## config.mk

```make
export PLATFORM = sky130hd
export DESIGN_NAME = lpc_ctrl
export DESIGN_NICKNAME = d
export VERILOG_FILES = /design/src/lpc_pkg.sv /design/src/lpc_ctrl.sv /design/src/lpc_timer.sv
export SDC_FILE = /design/constraint.sdc
export NUM_CORES = 1
export LEC_CHECK = 0
export ABC_AREA = 0
export BUFFER_PORTS_ARGS = -buffer_cell sky130_fd_sc_hd__buf_2
export CORE_MARGIN = 2
export CORE_UTILIZATION = 50
export CTS_BUF_LIST = sky130_fd_sc_hd__clkbuf_8
export DETAILED_ROUTE_END_ITERATION = 7
export GPL_ROUTABILITY_DRIVEN = 0
export HOLD_SLACK_MARGIN = 0.02
export PLACE_DENSITY = 0.81
export SKIP_CTS_REPAIR_TIMING = 1
export SLEW_MARGIN = 10
export SYNTH_ARGS = -nofsm -noshare
export SYNTH_HDL_FRONTEND = slang
export SYNTH_SLANG_ARGS = --single-unit
```

## constraint.sdc

```tcl
create_clock -name clk_i -period 3 [get_ports clk_i]
set_input_delay 0.3 -clock clk_i [delete_from_list [all_inputs] [get_ports clk_i]]
set_output_delay 0.3 -clock clk_i [all_outputs]
set_load 0.01 [all_outputs]
```

## src/lpc_pkg.sv

```systemverilog
/*
 * lpc_pkg: shared constants and carrier types for the transceiver control block.
 * assumes a 50 MHz system clock and a classic 32-bit Wishbone register bus.
 */
package lpc_pkg;

    // register indices as printed; byte address is four times the index
    localparam logic [7:0]  IDX_CTRL     = 8'h50;
    localparam logic [7:0]  IDX_FAULT    = 8'h52;
    localparam logic [7:0]  IDX_LINE     = 8'h53;
    localparam logic [7:0]  IDX_TXSRC    = 8'h54;
    localparam logic [7:0]  IDX_RXDST    = 8'h55;
    localparam logic [7:0]  IDX_RSVD_A   = 8'h56;
    localparam logic [7:0]  IDX_RSVD_B   = 8'h57;
    localparam logic [7:0]  IDX_WAKE     = 8'h58;

    // decode bases for the two access flavours
    localparam logic [11:0] BASE_BLOCK   = 12'h200;
    localparam logic [11:0] BASE_NOBLOCK = 12'h300;

    // control field positions
    localparam int          CTL_OVERHEAT_IRQ_ENABLE     = 7;
    localparam int          CTL_TXD      = 4;
    localparam int          CTL_LOWVOLT_SHUTDOWN_ENABLE     = 3;
    localparam int          CTL_EN       = 2;
    localparam int          CTL_MASK_SH  = 8;

    // fault flag positions
    localparam int          FLT_OT       = 7;
    localparam int          FLT_HF       = 5;
    localparam int          FLT_UV       = 3;

    // line state positions
    localparam int          LS_RDY       = 7;
    localparam int          LS_RX        = 1;
    localparam int          LS_TX        = 0;

    // routing positions
    localparam int          RT_PORT      = 1;
    localparam int          RT_SERIAL    = 0;

    // reset values
    localparam logic [7:0]  CTRL_RST     = 8'h00;
    localparam logic [1:0]  ROUTE_RST    = 2'h0;

    // timing
    localparam int          CLK_HZ       = 50_000_000;
    localparam int          READY_US     = 50;
    localparam int          READY_CYC    = (CLK_HZ / 1_000_000) * READY_US;
    localparam int          WAKE_FILT_US = 150;
    localparam int          WAKE_CYC     = (CLK_HZ / 1_000_000) * WAKE_FILT_US;

    typedef enum logic [1:0] {
        SLOPE_NORMAL = 2'h0,
        SLOPE_SLOW   = 2'h1,
        SLOPE_FAST   = 2'h2,
        SLOPE_NORM2  = 2'h3
    } lpc_slope_t;

    typedef struct packed {
        logic       irq_en;
        logic       direct;
        logic       lv_shutdown;
        logic       enable;
        lpc_slope_t slope;
    } lpc_ctrl_t;

    typedef struct packed {
        logic overheat;
        logic disturb;
        logic undervolt;
    } lpc_fault_t;

endpackage : lpc_pkg

```

## src/lpc_ctrl.sv

```systemverilog
/*
 * lpc_ctrl: control logic around a single-wire bus transceiver: enable and ready delay,
 * slope selection, overheat shutdown, undervoltage blocking, wake-up detection, routing.
 * assumes all analog condition inputs are synchronous to clk_i and a classic Wishbone master.
 */
`timescale 1ns/1ps
// What this block does
// slope select resets to normal 20 kbit mode
// three slope modes offered: 10, 20 and fast 100 kbit
// slope code 00 normal, 01 slow, 10 fast, 11 normal
// overheat disables transmitter; overheat indication follows the condition
// overheat with irq enable set raises the interrupt request
// writing one to the overheat flag clears it
// new overheat interrupt only after the condition vanished and came back
// transmitter re-enabled after overheat clears and transmit input is high
// low power keeps transmitter off, receiver stays active
// long dominant then rising edge in low power records a wake-up
// low-voltage shutdown with undervoltage blocks further dominant drive
// undervoltage condition latches the undervoltage flag
// transmit from serial iface, port pins, or direct register bit
// nothing transmitted while module enable is clear
// ready bit set about 50 us after enabling
// bus held recessive between enable and ready
// offsets decoded against blocking and non-blocking bases
// control register honours only 16-bit wide writes; code takes any write with both low byte lanes, 32-bit too
// fault byte: write one clears, zero leaves unchanged
// upper mask bits gate lower control bits; slope needs mask 11
// line state byte shows live receive and transmit levels, one dominant
// routing registers pick transmit source and receive destinations
// reserved locations read zero and ignore writes
module lpc_ctrl #(
    parameter int READY_CYCLES = lpc_pkg::READY_CYC,
    parameter int WAKE_CYCLES  = lpc_pkg::WAKE_CYC
) (
    input  wire logic                clk_i,
    input  wire logic                rst_i,
    // wishbone slave
    input  wire logic                cyc_i,
    input  wire logic                stb_i,
    input  wire logic                we_i,
    input  wire logic [13:0]         adr_i,
    input  wire logic [3:0]          sel_i,
    input  wire logic [31:0]         dat_i,
    output logic      [31:0]         dat_o,
    output logic                     ack_o,
    // transceiver side
    input  wire logic                overheat_i,
    input  wire logic                disturb_i,
    input  wire logic                undervolt_i,
    input  wire logic                bus_rx_dominant_i,
    input  wire logic                low_power_i,
    output logic                     bus_tx_dominant_o,
    output lpc_pkg::lpc_slope_t      slope_o,
    output logic                     overheat_o,
    output logic                     irq_o,
    output logic                     wakeup_o,
    // routing to serial iface and port pins (high = recessive, as on txd/rxd)
    input  wire logic                serial_txd_i,
    input  wire logic                port_txd_i,
    output logic                     serial_rxd_o,
    output logic                     port_rxd_o
);
    lpc_pkg::lpc_ctrl_t  ctrl_r;
    lpc_pkg::lpc_fault_t fault_r;
    logic [1:0]          txsrc_r;
    logic [1:0]          rxdst_r;
    logic                wake_r;
    logic                ack_r;
    logic [31:0]         rdat_r;
    logic                ot_blk_r;
    logic                uv_blk_r;
    logic                ot_seen_r;
    logic                irq_r;
    logic                rdy_r;
    logic                rx_prev_r;
    logic                dom_long_r;
    logic                tx_dom_r;

    logic                req;
    logic                wr;
    logic                base_ok;
    logic [7:0]          idx;
    logic                rdy_done;
    logic                wake_done;
    logic                txd_in_high;
    logic                tx_want;
    logic                tx_dom_nxt;
    logic [7:0]          mask;
    logic [7:0]          wval;
    logic                flt_clr;
    logic                wake_clr;

    // address split: bits [13:10] pick base page, [9:2] the index
    assign req     = cyc_i && stb_i && !ack_r;
    assign idx     = adr_i[9:2];
    assign base_ok = ({adr_i[13:10], 8'h00} == lpc_pkg::BASE_BLOCK)
                  || ({adr_i[13:10], 8'h00} == lpc_pkg::BASE_NOBLOCK);
    assign wr      = req && we_i && base_ok;
    assign mask    = dat_i[15:8];
    assign wval    = dat_i[7:0];
    assign flt_clr  = wr && idx == lpc_pkg::IDX_FAULT && sel_i[0];
    assign wake_clr = wr && idx == lpc_pkg::IDX_WAKE && sel_i[0] && wval[0];

    // single-cycle answer; unmapped reads return zero, never hang the master
    always_ff @(posedge clk_i) begin
        if (rst_i) begin
            ack_r <= 1'b0;
        end else begin
            ack_r <= req;
        end
    end
    assign ack_o = ack_r;

    // control register; needs both low byte lanes or the write is dropped
    always_ff @(posedge clk_i) begin
        if (rst_i) begin
            ctrl_r <= lpc_pkg::CTRL_RST[5:0];
        end else if (wr && idx == lpc_pkg::IDX_CTRL && sel_i[1:0] == 2'h3) begin
            if (mask[lpc_pkg::CTL_OVERHEAT_IRQ_ENABLE]) begin
                ctrl_r.irq_en <= wval[lpc_pkg::CTL_OVERHEAT_IRQ_ENABLE];
            end
            if (mask[lpc_pkg::CTL_TXD]) begin
                ctrl_r.direct <= wval[lpc_pkg::CTL_TXD];
            end
            if (mask[lpc_pkg::CTL_LOWVOLT_SHUTDOWN_ENABLE]) begin
                ctrl_r.lv_shutdown <= wval[lpc_pkg::CTL_LOWVOLT_SHUTDOWN_ENABLE];
            end
            if (mask[lpc_pkg::CTL_EN]) begin
                ctrl_r.enable <= wval[lpc_pkg::CTL_EN];
            end
            if (mask[1:0] == 2'h3) begin
                ctrl_r.slope <= lpc_pkg::lpc_slope_t'(wval[1:0]);
            end
        end
    end

    // routing registers; only the two low bits exist
    always_ff @(posedge clk_i) begin
        if (rst_i) begin
            txsrc_r <= lpc_pkg::ROUTE_RST;
            rxdst_r <= lpc_pkg::ROUTE_RST;
        end else if (wr && sel_i[0]) begin
            if (idx == lpc_pkg::IDX_TXSRC) begin
                txsrc_r <= wval[1:0];
            end
            if (idx == lpc_pkg::IDX_RXDST) begin
                rxdst_r <= wval[1:0];
            end
        end
    end

    // fault flags: hardware set wins over a simultaneous write-one clear
    always_ff @(posedge clk_i) begin
        if (rst_i) begin
            fault_r <= '0;
        end else begin
            fault_r.overheat  <= overheat_i
                              || (fault_r.overheat && !(flt_clr && wval[lpc_pkg::FLT_OT]));
            fault_r.disturb   <= disturb_i
                              || (fault_r.disturb && !(flt_clr && wval[lpc_pkg::FLT_HF]));
            fault_r.undervolt <= undervolt_i
                              || (fault_r.undervolt && !(flt_clr && wval[lpc_pkg::FLT_UV]));
        end
    end

    // interrupt: fires on the rising edge of overheat only, cleared by flag ack
    always_ff @(posedge clk_i) begin
        if (rst_i) begin
            ot_seen_r <= 1'b0;
            irq_r     <= 1'b0;
        end else begin
            ot_seen_r <= overheat_i;
            if (overheat_i && !ot_seen_r && ctrl_r.irq_en) begin
                irq_r <= 1'b1;
            end else if (!fault_r.overheat || !ctrl_r.irq_en) begin
                irq_r <= 1'b0;
            end
        end
    end
    assign irq_o = irq_r;

    // overheat shutdown holds until condition gone and transmit input idles high
    always_ff @(posedge clk_i) begin
        if (rst_i) begin
            ot_blk_r <= 1'b0;
        end else if (overheat_i) begin
            ot_blk_r <= 1'b1;
        end else if (txd_in_high) begin
            ot_blk_r <= 1'b0;
        end
    end
    assign overheat_o = overheat_i;

    // undervoltage block stays until the module is disabled or lowvolt_shutdown_enable cleared
    always_ff @(posedge clk_i) begin
        if (rst_i) begin
            uv_blk_r <= 1'b0;
        end else if (!ctrl_r.lv_shutdown || !ctrl_r.enable) begin
            uv_blk_r <= 1'b0;
        end else if (undervolt_i) begin
            uv_blk_r <= 1'b1;
        end
    end

    // ready delay after enable; lost one clock after enable drops
    lpc_timer #(
        .COUNT (READY_CYCLES)
    ) u_ready (
        .clk_i  (clk_i),
        .rst_i  (rst_i),
        .run_i  (ctrl_r.enable),
        .done_o (rdy_done)
    );

    always_ff @(posedge clk_i) begin
        if (rst_i) begin
            rdy_r <= 1'b0;
        end else begin
            rdy_r <= rdy_done;
        end
    end

    // wake-up filter; a glitch shorter than the filter time restarts the count
    lpc_timer #(
        .COUNT (WAKE_CYCLES)
    ) u_wake (
        .clk_i  (clk_i),
        .rst_i  (rst_i),
        .run_i  (low_power_i && bus_rx_dominant_i),
        .done_o (wake_done)
    );

    always_ff @(posedge clk_i) begin
        if (rst_i) begin
            rx_prev_r  <= 1'b0;
            dom_long_r <= 1'b0;
            wake_r     <= 1'b0;
        end else begin
            rx_prev_r <= bus_rx_dominant_i;
            if (!low_power_i) begin
                dom_long_r <= 1'b0;
            end else if (wake_done) begin
                dom_long_r <= 1'b1;
            end else if (!bus_rx_dominant_i) begin
                dom_long_r <= 1'b0;
            end
            // the receiver keeps running in low power for this detector
            if (low_power_i && dom_long_r && rx_prev_r && !bus_rx_dominant_i) begin
                wake_r <= 1'b1;
            end else if (wake_clr) begin
                wake_r <= 1'b0;
            end
        end
    end
    assign wakeup_o = wake_r;

    // transmit source mux; txd inputs are active-low dominant like uart lines
    assign txd_in_high = (!txsrc_r[lpc_pkg::RT_PORT] || port_txd_i)
                      && (!txsrc_r[lpc_pkg::RT_SERIAL] || serial_txd_i);
    assign tx_want     = ctrl_r.direct
                      || (txsrc_r[lpc_pkg::RT_PORT] && !port_txd_i)
                      || (txsrc_r[lpc_pkg::RT_SERIAL] && !serial_txd_i);

    // dominant drive permitted only when enabled, ready, and no fault blocks it
    always_comb begin
        tx_dom_nxt = tx_want;
        if (!ctrl_r.enable) begin
            tx_dom_nxt = 1'b0;
        end
        if (!rdy_r) begin
            tx_dom_nxt = 1'b0;
        end
        if (low_power_i) begin
            tx_dom_nxt = 1'b0;
        end
        if (ot_blk_r || overheat_i) begin
            tx_dom_nxt = 1'b0;
        end
        if (uv_blk_r || (ctrl_r.lv_shutdown && undervolt_i)) begin
            tx_dom_nxt = 1'b0;
        end
    end

    always_ff @(posedge clk_i) begin
        if (rst_i) begin
            tx_dom_r <= 1'b0;
        end else begin
            tx_dom_r <= tx_dom_nxt;
        end
    end
    assign bus_tx_dominant_o = tx_dom_r;

    // slope decode: code 11 behaves like normal
    always_comb begin
        unique case (ctrl_r.slope)
            lpc_pkg::SLOPE_SLOW:  slope_o = lpc_pkg::SLOPE_SLOW;
            lpc_pkg::SLOPE_FAST:  slope_o = lpc_pkg::SLOPE_FAST;
            lpc_pkg::SLOPE_NORM2: slope_o = lpc_pkg::SLOPE_NORMAL;
            lpc_pkg::SLOPE_NORMAL: slope_o = lpc_pkg::SLOPE_NORMAL;
        endcase
    end

    // receive routing: rxd idles high, low when the bus is dominant and that destination is selected
    assign port_rxd_o   = !(rxdst_r[lpc_pkg::RT_PORT] && bus_rx_dominant_i);
    assign serial_rxd_o = !(rxdst_r[lpc_pkg::RT_SERIAL] && bus_rx_dominant_i);

    // read mux, registered with the ack
    always_ff @(posedge clk_i) begin
        if (rst_i) begin
            rdat_r <= 32'h0000_0000;
        end else if (req) begin
            rdat_r <= 32'h0000_0000;
            if (base_ok && !we_i) begin
                unique case (idx)
                    lpc_pkg::IDX_CTRL: begin
                        rdat_r[lpc_pkg::CTL_OVERHEAT_IRQ_ENABLE] <= ctrl_r.irq_en;
                        rdat_r[lpc_pkg::CTL_TXD]  <= ctrl_r.direct;
                        rdat_r[lpc_pkg::CTL_LOWVOLT_SHUTDOWN_ENABLE] <= ctrl_r.lv_shutdown;
                        rdat_r[lpc_pkg::CTL_EN]   <= ctrl_r.enable;
                        rdat_r[1:0]               <= ctrl_r.slope;
                    end
                    lpc_pkg::IDX_FAULT: begin
                        rdat_r[lpc_pkg::FLT_OT] <= fault_r.overheat;
                        rdat_r[lpc_pkg::FLT_HF] <= fault_r.disturb;
                        rdat_r[lpc_pkg::FLT_UV] <= fault_r.undervolt;
                    end
                    lpc_pkg::IDX_LINE: begin
                        rdat_r[lpc_pkg::LS_RDY] <= rdy_r;
                        rdat_r[lpc_pkg::LS_RX]  <= bus_rx_dominant_i;
                        rdat_r[lpc_pkg::LS_TX]  <= tx_dom_r;
                    end
                    lpc_pkg::IDX_TXSRC: rdat_r[1:0] <= txsrc_r;
                    lpc_pkg::IDX_RXDST: rdat_r[1:0] <= rxdst_r;
                    lpc_pkg::IDX_WAKE:  rdat_r[0]   <= wake_r;
                    default:            rdat_r      <= 32'h0000_0000;
                endcase
            end
        end
    end
    assign dat_o = rdat_r;

endmodule : lpc_ctrl

```

## src/lpc_timer.sv

```systemverilog
/*
 * lpc_timer: restartable cycle counter that reports when a level has held long enough.
 * assumes run_i is synchronous to clk_i; done_o stays high while run_i stays high.
 */
`timescale 1ns/1ps
module lpc_timer #(
    parameter int COUNT = 2500
) (
    input  wire logic clk_i,
    input  wire logic rst_i,
    input  wire logic run_i,
    output logic      done_o
);
    localparam int W = $clog2(COUNT + 1);
    localparam logic [W-1:0] LAST = W'(COUNT);

    logic [W-1:0] cnt_r;

    // count while run is held, saturate at the target, restart when it drops
    always_ff @(posedge clk_i) begin
        if (rst_i || !run_i) begin
            cnt_r <= '0;
        end else if (cnt_r != LAST) begin
            cnt_r <= cnt_r + W'(1);
        end
    end

    assign done_o = run_i && (cnt_r == LAST);

endmodule : lpc_timer

```

==> run_results.csv, run 1 <==
group,metric,value,unit
cts,cts_tree,"built",
cts,cts_sinks,55,
logic_synthesis,synth_common_cells,"55 x dfxtp_1, 30 x nor2_1, 26 x buf_4",
grt,antenna_found_initial,0,
timing,rsz0062_at_grt,"no",
timing,worst_pin_slew,0.731,ns
timing,fin_ws,0.986,ns
placement,port_buffers,53,
layout,layoutNonFillerInstCount,444,
detailed_routing,vias,2340,
placement,hpwlAfterDp,4.14,mm
timing,max_freq,496,MHz
grt,grt_max_degree,35,
die,start_util,51.1,%
detailed_routing,drt_iter0_markers,132,
min_path,min_to,"bus_tx_dominant_o",
logic_synthesis,synthAdderAreaFrac,1.79,%
timing,fin_crit_sh,67.1,%
placement,place_inst,436,
layout,fin_nets,437,
timing,slew_headroom,50.9,%
timing,drv_slew,0,
grt,grt_overflow,0,
worst_setup_path,rr_worst_depth,4,
detailed_routing,wire_per_inst,12.5,microns
logic_synthesis,ys_types,49,
die,core_area,0.00547,sq mm
die,die-height,78.8,microns
die,die_w,78.8,microns
logic_synthesis,netlist.area_leader.share,39.3,%
logic_synthesis,yosysMostFrequentCell,"dfxtp_1",
timing,fin_setup_tns,0,ns
logic_synthesis,synth_xor_area_share,4.69,%
min_path,hold_path_class,"input pin to flip-flop",
power,ir_drop,0.000205,V
worst_setup_path,path_cells,"nand3b_1 > nor4_4 > nand3_1 > mux2i_1",
worst_setup_path,path_buf_inv,0,
power,power_density,403,mW/mm^2
logic_synthesis,synth_top_family_by_area,"simple AND/OR/NAND/NOR gates",
placement,place_ws,0.980,ns
detailed_routing,vias_per_cell,5.27,
grt,first_global_vias,2164,
logic_synthesis,yosys.area_share.simple,31.4,%
run,drv_cap,0,
logic_synthesis,ys_ff_latch,55,
cts,cts-root-buf,"clkbuf_8",
detailed_routing,wirelength,5.53,mm
grt,grt_use_met1,22.6,%
logic_synthesis,synth.cell_area,0.00280,sq mm
cts,htreeDepth,2,
die,num_rows,27,
outcome,status,"finished clean",
detailed_routing,ant_nets,0,
worst_setup_path,required,3.20,ns
grt,busiest_layer,"met2",
logic_synthesis,ys_async_sr_fraction,0,%
min_path,holdPathStages,2,
die,ios,103,
cts,numCtsBuffers,5,
timing,finalHoldViolations,0,
grt,met2_usage,32.1,%
logic_synthesis,yosysWarnings,0,
timing,period_needed,2.01,ns
worst_setup_path,r2r_slack,0.99,ns
layout,syn2layout_area_growth,11.4,%
worst_setup_path,crit_path_max_fanout,12,
die,dieArea,0.00621,sq mm
min_path,hold_start,"low_power_i",
layout,diodes,0,
layout,drive_above_1_share,17.7,%
timing,final-setup-viol-count,0,
cts,path_clk_slew,0.11,ns
power,p_leak,0.00123,uW
timing,worst_clock_skew,0.0100,ns
cts,clock_latency,0.31,ns
grt,track_usage,18.4,%
worst_setup_path,crit_arrival,2.21,ns
logic_synthesis,ys.flop_type,"dfxtp_1",
logic_synthesis,synth_edf_count,0,
logic_synthesis,synth_area_leader_cell,"dfxtp_1",
logic_synthesis,yosys-top-cells-area,"dfxtp_1 39%, buf_4 7.0%, mux2i_1 5.0%",
logic_synthesis,syn_inst,321,
detailed_routing,drt_drc_violations_left,0,
detailed_routing,firstDrtPassIters,4,
logic_synthesis,avgSynthCellArea,8.72,sq um
layout,multiInputGateArea,0.00152,sq mm
layout,seq_area,0.00110,sq mm
worst_setup_path,r2r-start,"ack_o",
worst_setup_path,slowest_delay,0.68,ns
logic_synthesis,ys_seq_area_share,39.3,%
worst_setup_path,critPathTopFamily,"simple AND/OR/NAND/NOR gates",
grt,grt_pass1_wl,9.27,mm
logic_synthesis,synth_compound_area_share,7.82,%
worst_setup_path,endpoint_kind,"flip-flop",
cts,clockBufferDepth,2,
logic_synthesis,synth_mux_area_share,5.41,%
worst_setup_path,setup.worst_path.class,"flip-flop to flip-flop",
worst_setup_path,r2r-end,"ctrl_r[0]",
grt,grtUsageMet3,4.09,%
worst_setup_path,cp-start-kind,"flip-flop",
worst_setup_path,crit_path_top_delay_cell,"nor4_4",
layout,fillers,485,
## worst max path at each step
stage / startpoint / end / slack (ns) / cells after the start
2_1_floorplan: adr_i[13] / ctrl_r[0] / 1.46 / 4
3_3_place_gp: stb_i / ctrl_r[1] / 1.00 / 5
3_5_place_dp: stb_i / ctrl_r[1] / 0.98 / 5
4_1_cts: ack_o / ctrl_r[0] / 0.97 / 4
5_1_grt: ack_o / ctrl_r[1] / 0.76 / 4
6_report: ack_o / ctrl_r[0] / 0.99 / 4
## cell families (layout without fill, tap and decap cells)
logic type | Yosys count | after routing
fa+ha+maj | 4 | 4
simple gates | 154 | 154
mux | 15 | 15
other cells | 1 | 25
compound gates | 33 | 33
flops | 55 | 55
buf+inv | 44 | 71
xor+xnor | 15 | 15
## power breakdown
group | internal [uW] | switching, uW
logic | 36.5 | 56.7
clock network | 172 | 253
registers | 736 | 3.06
total | 944 | 312
## per-stage QoR
stage / power, uW / area (sq um) / util [%] / hold slack (ns)
floorplan: 832 / 2890 / - / 0.377
global placement: 847 / 3020 / 55.2 / 0.407
detailed placement: 848 / 3020 / 55.2 / 0.423
CTS: 1270 / 3120 / 57.0 / 0.205
global route: 1320 / 3120 / 57.0 / 0.209
finish: 1260 / 3120 / 57.0 / 0.216
## sequential cells by signal, summed over array words and instances, names as in the netlist
register / cells
rx_prev_r: 1
dat_o: 7
dom_long_r: 1
u_wake.cnt_r: 13
ack_o: 1
rxdst_r: 2
bus_tx_dominant_o: 1
fault_r: 3
wakeup_o: 1
txsrc_r: 2
ctrl_r: 6
ot_seen_r: 1
irq_o: 1
rdy_r: 1
u_ready.cnt_r: 12
ot_blk_r: 1
uv_blk_r: 1
## cell type report
class | instances | share of cell area, %
Inverter | 9 | 1.08
Clock buffer | 5 | 2.21
Sequential cell | 55 | 35.3
Clock inverter | 3 | 0.883
Multi-Input combinational cell | 246 | 48.9
Timing Repair Buffer | 54 | 8.75
Tap cell | 72 | 2.89
## routing by layer
metal / vias to the layer above / share of wire [%]
li1: 1179 / -
met1: 1069 / 43
met2: 84 / 48
met3: 8 / 6.7
met4: 0 / 1.5
met5: - / 0
## layout by cell type (no fill, tap or decap), types with 7 or more instances in the layout
cell type / synthesis / routed
conb_1: 1 / 25
a21oi_1: 10 / 10
nand3_1: 13 / 13
nor3_1: 13 / 13
inv_1: 9 / 9
nand2b_1: 18 / 18
buf_2: 1 / 53
mux2i_1: 14 / 14
nand2_1: 20 / 20
nor2_1: 30 / 30
dfxtp_1: 55 / 55
o21ai_0: 7 / 7
xnor2_1: 10 / 10
nand4_1: 13 / 13
nor2b_1: 9 / 9
## worst register-to-register path, cell delays in order, from the launching register on
cell and delay [ns]:
dfxtp_1 0.32, nand3b_1 0.43, nor4_4 0.68, nand3_1 0.29, mux2i_1 0.19
Note: power is estimated with default switching activity, not from simulation.
==> run 2, diff against run 1 <==
--- a/config.mk
+++ b/config.mk
@@ -5,7 +5,7 @@
 export SDC_FILE = /design/constraint.sdc
 export NUM_CORES = 1
 export LEC_CHECK = 0
-export ABC_AREA = 0
+export ABC_AREA = 1
 export BUFFER_PORTS_ARGS = -buffer_cell sky130_fd_sc_hd__buf_2
 export CORE_MARGIN = 2
 export CORE_UTILIZATION = 50
==> constraint.sdc (replaced) <==
create_clock -name clk_i -period 1.9 [get_ports clk_i]
set_input_delay 0.19 -clock clk_i [delete_from_list [all_inputs] [get_ports clk_i]]
set_output_delay 0.19 -clock clk_i [all_outputs]
set_load 0.01 [all_outputs]
==> run 2 against run 1 <==
Net effect:
- synthesized cell count rose by 25%
- non-clock buffer count did not move
- die area rose by 1.0%
- largest power group unchanged
- highest routed layer unchanged
==> run_results.csv, run 2 <==
group,metric,value,unit
outcome,status,"finished clean",
timing,finalHoldViolations,0,
detailed_routing,vias_per_cell,5.01,
layout,fillers,518,
cts,clock_latency,0.31,ns
detailed_routing,drt_iter0_markers,111,
die,num_rows,27,
die,dieArea,0.00628,sq mm
worst_setup_path,crit_path_top_delay_cell,"dfxtp_1",
logic_synthesis,netlist.area_leader.share,38.9,%
logic_synthesis,synth_area_leader_cell,"dfxtp_1",
detailed_routing,drt_drc_violations_left,0,
grt,antenna_found_initial,0,
power,ir_drop,0.000293,V
die,start_util,51.7,%
grt,first_global_vias,2381,
grt,met2_usage,35.7,%
die,die-height,79.2,microns
grt,busiest_layer,"met2",
worst_setup_path,r2r_slack,0.34,ns
worst_setup_path,path_cells,"ha_1 > nand2_1 > nor3_1 > nand4_1 > xor2_1 > nor2_1",
logic_synthesis,ys_ff_latch,55,
timing,worst_clock_skew,0.00783,ns
timing,worst_pin_slew,0.547,ns
layout,syn2layout_area_growth,11.9,%
timing,fin_ws,0.337,ns
cts,clockBufferDepth,2,
layout,drive_above_1_share,16.8,%
timing,fin_setup_tns,0,ns
worst_setup_path,critical_path_depth,6,
logic_synthesis,ys_types,33,
layout,layout_common_cells,"69 x nand2_1, 55 x dfxtp_1, 53 x buf_2, 52 x inv_1, 49 x nor2_1",
logic_synthesis,ys_async_sr_fraction,0,%
cts,numCtsBuffers,5,
grt,grt_max_degree,18,
placement,port_buffers,53,
min_path,hold_path_class,"input pin to flip-flop",
grt,grt_use_met1,22.6,%
worst_setup_path,slowest_delay,0.40,ns
detailed_routing,wire_per_inst,11.4,microns
worst_setup_path,setup.worst_path.class,"flip-flop to flip-flop",
worst_setup_path,crit_path_max_fanout,5,
grt,grt_pass1_wl,9.90,mm
logic_synthesis,yosysWarnings,0,
worst_setup_path,crit_end,"u_ready.cnt_r[10]",
cts,cts-root-buf,"clkbuf_8",
placement,place_ws,0.340,ns
timing,drv_slew,0,
cts,cts_sinks,55,
worst_setup_path,cp-start-kind,"flip-flop",
worst_setup_path,crit_arrival,1.77,ns
worst_setup_path,endpoint_kind,"flip-flop",
detailed_routing,wirelength,6.01,mm
die,core_area,0.00547,sq mm
power,power_density,626,mW/mm^2
worst_setup_path,r2r-start,"u_ready.cnt_r[0]",
logic_synthesis,synth_common_cells,"69 x nand2_1, 55 x dfxtp_1, 52 x inv_1",
worst_setup_path,startpoint,"u_ready.cnt_r[0]",
detailed_routing,vias,2649,
timing,fin_crit_sh,82.2,%
logic_synthesis,avgSynthCellArea,7.05,sq um
logic_synthesis,synth_edf_count,0,
worst_setup_path,critPathTopFamily,"simple AND/OR/NAND/NOR gates",
timing,slew_headroom,63.2,%
detailed_routing,firstDrtPassIters,4,
layout,final_common_cell,"nand2_1",
worst_setup_path,r2r-end,"u_ready.cnt_r[10]",
cts,htreeDepth,2,
grt,grt_overflow,0,
grt,track_usage,19.7,%
layout,largest_reg_flops,13,
layout,multiInputGateArea,0.00138,sq mm
logic_synthesis,yosys-top-cells-area,"dfxtp_1 39%, nand2_1 9.2%, buf_4 7.2%",
logic_synthesis,yosysMostFrequentCell,"nand2_1",
die,ios,103,
cts,cts_tree,"built",
logic_synthesis,ys.flop_type,"dfxtp_1",
timing,max_freq,640,MHz
worst_setup_path,path_buf_inv,0,
placement,hpwlAfterDp,4.71,mm
worst_setup_path,rr_worst_depth,6,
layout,fin_nets,522,
cts,path_clk_slew,0.10,ns
timing,final-setup-viol-count,0,
run,drv_cap,0,
logic_synthesis,ys_seq_area_share,38.9,%
layout,diodes,0,
detailed_routing,ant_nets,0,
power,p_leak,0.00140,uW
die,die_w,79.2,microns
timing,rsz0062_at_grt,"no",
timing,period_needed,1.56,ns
logic_synthesis,syn_inst,401,
worst_setup_path,required,2.11,ns
logic_synthesis,synth.cell_area,0.00283,sq mm
layout,regMostFlops,"u_wake.cnt_r",
grt,grtUsageMet3,4.09,%
layout,seq_area,0.00110,sq mm
==> run 2: final cells by class <==
cell class | instances | share of cell area [%]
repair buffers | 54 | 8.62
inverters | 59 | 7.00
clock buffers | 6 | 2.61
flip-flops and latches | 55 | 34.8
clock inverters | 2 | 0.514
well taps | 72 | 2.85
multi-input cells | 281 | 43.6
==> run 2: cell families (layout without fill, tap and decap cells) <==
group | count (synthesis) | count (layout) | share of synthesized area, %
AOI/OAI and AO/OA | 60 | 60 | 11.4
xor gates and xnor gates | 8 | 8 | 2.48
adders and majority gates | 4 | 4 | 1.77
buffers and inverters | 89 | 121 | 15.5
DFF | 55 | 55 | 38.9
other | 1 | 25 | 0.133
and+or+nand+nor | 184 | 184 | 29.9
==> run 2: metal layers <==
layer  share of wire [%]  wire length, microns  vias up
met1                  45                  2690     1212
met5                   0                     0        -
met2                  48                  2880       74
met3                 5.8                   351        8
li1                    -                     -     1355
met4                 1.5                    91        0
==> run 2: power breakdown <==
| part | total (uW) | internal, uW | switching, uW |
|---|---|---|---|
| clock network | 677 | 298 | 379 |
| logic | 137 | 46.4 | 90.9 |
| registers | 1170 | 1160 | 5.69 |
| total | 1980 | 1510 | 475 |
==> run 2: worst register-to-register path, stage by stage, from the launching register on <==
cell and delay [ns]:
dfxtp_1 0.40, ha_1 0.26, nand2_1 0.08, nor3_1 0.37
nand4_1 0.16, xor2_1 0.16, nor2_1 0.05
==> run 2: worst min path at each step <==
stage | start | end | slack [ns] | cells past startpoint
CTS | disturb_i | fault_r[1] | 0.09 | 3
detailed placement | disturb_i | fault_r[1] | 0.42 | 3
global route | dat_i[2] | ctrl_r[2] | 0.12 | 3
global placement | disturb_i | fault_r[1] | 0.41 | 3
floorplan | rst_i | wakeup_o | 0.26 | 1
finish | disturb_i | fault_r[1] | 0.11 | 3
==> run 2: metrics by stage <==
stage	cells	power, uW	hold WS (ns)	utilization, %	instance area (sq um)
floorplan	425	1310	0.259	-	2920
global placement	521	1330	0.408	56.0	3070
detailed placement	521	1330	0.418	56.0	3070
CTS	529	2000	0.0874	57.8	3160
global route	529	2080	0.122	57.8	3160
finish	529	1980	0.108	57.8	3160
==> run 3, diff against run 2 <==
--- a/config.mk
+++ b/config.mk
@@ -8,12 +8,12 @@
 export ABC_AREA = 1
 export BUFFER_PORTS_ARGS = -buffer_cell sky130_fd_sc_hd__buf_2
 export CORE_MARGIN = 2
-export CORE_UTILIZATION = 50
+export CORE_UTILIZATION = 46
 export CTS_BUF_LIST = sky130_fd_sc_hd__clkbuf_8
 export DETAILED_ROUTE_END_ITERATION = 7
 export GPL_ROUTABILITY_DRIVEN = 0
 export HOLD_SLACK_MARGIN = 0.02
-export PLACE_DENSITY = 0.81
+export PLACE_DENSITY = 0.78
 export SKIP_CTS_REPAIR_TIMING = 1
 export SLEW_MARGIN = 10
 export SYNTH_ARGS = -nofsm -noshare
==> constraint.sdc (replaced) <==
create_clock -name clk_i -period 1.4 [get_ports clk_i]
set_input_delay 0.14 -clock clk_i [delete_from_list [all_inputs] [get_ports clk_i]]
set_output_delay 0.14 -clock clk_i [all_outputs]
set_load 0.01 [all_outputs]
==> run 3 against run 2 <==
Net effect:
- die area increased by 8.2%
- hold slack lost 0.057 ns
- sequential share of layout area down 2.0 points
- clock power increased by 82%
- critical endpoint is now u_wake.cnt_r[10]
- highest routed layer unchanged
- combinational power up 42%
- setup slack got worse by 0.26 ns
- register-to-register slack got worse by 0.26 ns
- sequential cell count is the same
- clock skew is 0.0022 ns lower
- sequential power increased by 36%
==> run_results.csv, run 3 (same netlist as run 2, synthesis figures left out) <==
group,metric,value,unit
layout,fin_nets,540,
min_path,min_to,"fault_r[1]",
worst_setup_path,rr_worst_depth,8,
layout,final_util,57.1,%
power,combinationalPowerShare,6.5,%
min_path,hold_start,"disturb_i",
worst_setup_path,r2r-start,"u_wake.cnt_r[0]",
layout,multiInputGateArea,0.00141,sq mm
power,seqPwrFrac,52.7,%
timing,max_freq,754,MHz
detailed_routing,wirelength,6.20,mm
grt,antenna_found_initial,0,
detailed_routing,drt_iter0_markers,126,
cts,cts_sinks,55,
die,start_util,47.8,%
die,ios,103,
timing,worst_clock_skew,0.00565,ns
worst_setup_path,cp-start-kind,"flip-flop",
power,fin_total_pwr,3010,uW
timing,fin_setup_tns,0,ns
layout,fin_area,0.00338,sq mm
die,die_w,82.4,microns
detailed_routing,firstDrtPassIters,4,
worst_setup_path,crit_path_max_fanout,4,
timing,period_needed,1.33,ns
cts,cts-root-buf,"clkbuf_8",
layout,diodes,0,
min_path,holdPathStages,3,
detailed_routing,vias_per_cell,4.85,
power,p_leak,0.00151,uW
timing,drv_slew,0,
timing,fin_crit_sh,94.7,%
placement,placed_cell_area,0.00319,sq mm
layout,fillers,561,
detailed_routing,drt_drc_violations_left,0,
grt,first_global_vias,2419,
worst_setup_path,endpoint_kind,"flip-flop",
outcome,status,"finished clean",
die,dieArea,0.00679,sq mm
detailed_routing,ant_nets,0,
timing,finalHoldViolations,0,
power,power_density,889,mW/mm^2
placement,port_buffers,53,
placement,hpwlAfterDp,4.85,mm
cts,clockBufferDepth,2,
detailed_routing,wire_per_inst,11.3,microns
layout,drive_above_1_share,24.2,%
detailed_routing,vias,2668,
cts,clock_latency,0.31,ns
cts,cts_tree,"built",
layout,final_common_cell,"nand2_1",
grt,grt_pass1_wl,9.89,mm
grt,grt_overflow,0,
cts,htreeDepth,2,
power,ir_drop,0.000386,V
power,p_int,2360,uW
cts,numCtsBuffers,5,
power,power_frac_clock,40.8,%
timing,fin_ws,0.0738,ns
placement,place_ws,0.0257,ns
layout,largest_reg_flops,13,
layout,seq_area,0.00111,sq mm
worst_setup_path,r2r_slack,0.07,ns
die,die-height,82.4,microns
layout,syn2layout_area_growth,19.6,%
worst_setup_path,r2r-end,"u_wake.cnt_r[10]",
worst_setup_path,required,1.60,ns
layout,regMostFlops,"u_wake.cnt_r",
run,drv_cap,0,
layout,layout_common_cells,"66 x nand2_1, 53 x buf_2, 49 x inv_1, 47 x dfxtp_1, 46 x nor2_1",
cts,path_clk_slew,0.10,ns
power,p_sw_share,21.5,%
grt,grt_max_degree,18,
timing,final-setup-viol-count,0,
worst_setup_path,setup.worst_path.class,"flip-flop to flip-flop",
power,power.switching,647,uW
min_path,hold_path_class,"input pin to flip-flop",
die,num_rows,28,
grt,track_usage,18.7,%
die,core_area,0.00592,sq mm
worst_setup_path,crit_arrival,1.53,ns
run 3: per-layer routing:
| layer | wire (microns) | GRT usage (%) |
|---|---|---|
| met1 | 2670 | 20.6 |
| met2 | 3080 | 34.9 |
| met3 | 399 | 4.13 |
| met4 | 54 | 6.17 |
| met5 | 0 | 0 |
run 3: final cells by class:
| cell class | instances | area share [%] |
|---|---|---|
| Clock buffer | 5 | 2.03 |
| Clock inverter | 3 | 2.00 |
| Inverter | 59 | 6.55 |
| Multi-Input combinational cell | 281 | 41.8 |
| Sequential cell | 55 | 32.8 |
| Tap cell | 75 | 2.77 |
| Timing Repair Buffer | 72 | 12.1 |
run 3: worst max-delay path by stage:
stage,startpoint,to,cells after the start
after global routing,u_wake.cnt_r[0],u_wake.cnt_r[12],6
after global placement,u_ready.cnt_r[0],u_ready.cnt_r[10],6
final,u_wake.cnt_r[0],u_wake.cnt_r[10],8
after detailed placement,u_wake.cnt_r[0],u_wake.cnt_r[10],8
after CTS,u_wake.cnt_r[0],u_wake.cnt_r[10],8
after floorplan,u_ready.cnt_r[0],u_ready.cnt_r[10],6
run 3: stage by stage:
| step | hold slack (ns) | std cells |
|---|---|---|
| 6_report | 0.0507 | 550 |
| 5_1_grt | 0.0481 | 550 |
| 4_1_cts | 0.0469 | 548 |
| 3_5_place_dp | 0.379 | 540 |
| 3_3_place_gp | 0.360 | 540 |
| 2_1_floorplan | 0.209 | 425 |
run 3: power groups by stage:
stage | Combinational [uW] | Sequential [uW] | Clock [uW]
floorplan | 151 | 1620 | 0
global placement | 189 | 1620 | 0
detailed placement | 192 | 1620 | 0
CTS | 193 | 1590 | 1250
global route | 222 | 1590 | 1290
finish | 195 | 1590 | 1230
run 3: critical path, stage by stage, from the launching register on:
cell,delay [ns]
dfxtp_2,0.37
ha_1,0.19
inv_1,0.08
nor2_2,0.14
nand2_1,0.11
inv_2,0.09
nand2_1,0.06
o21ai_0,0.14
a21oi_1,0.06
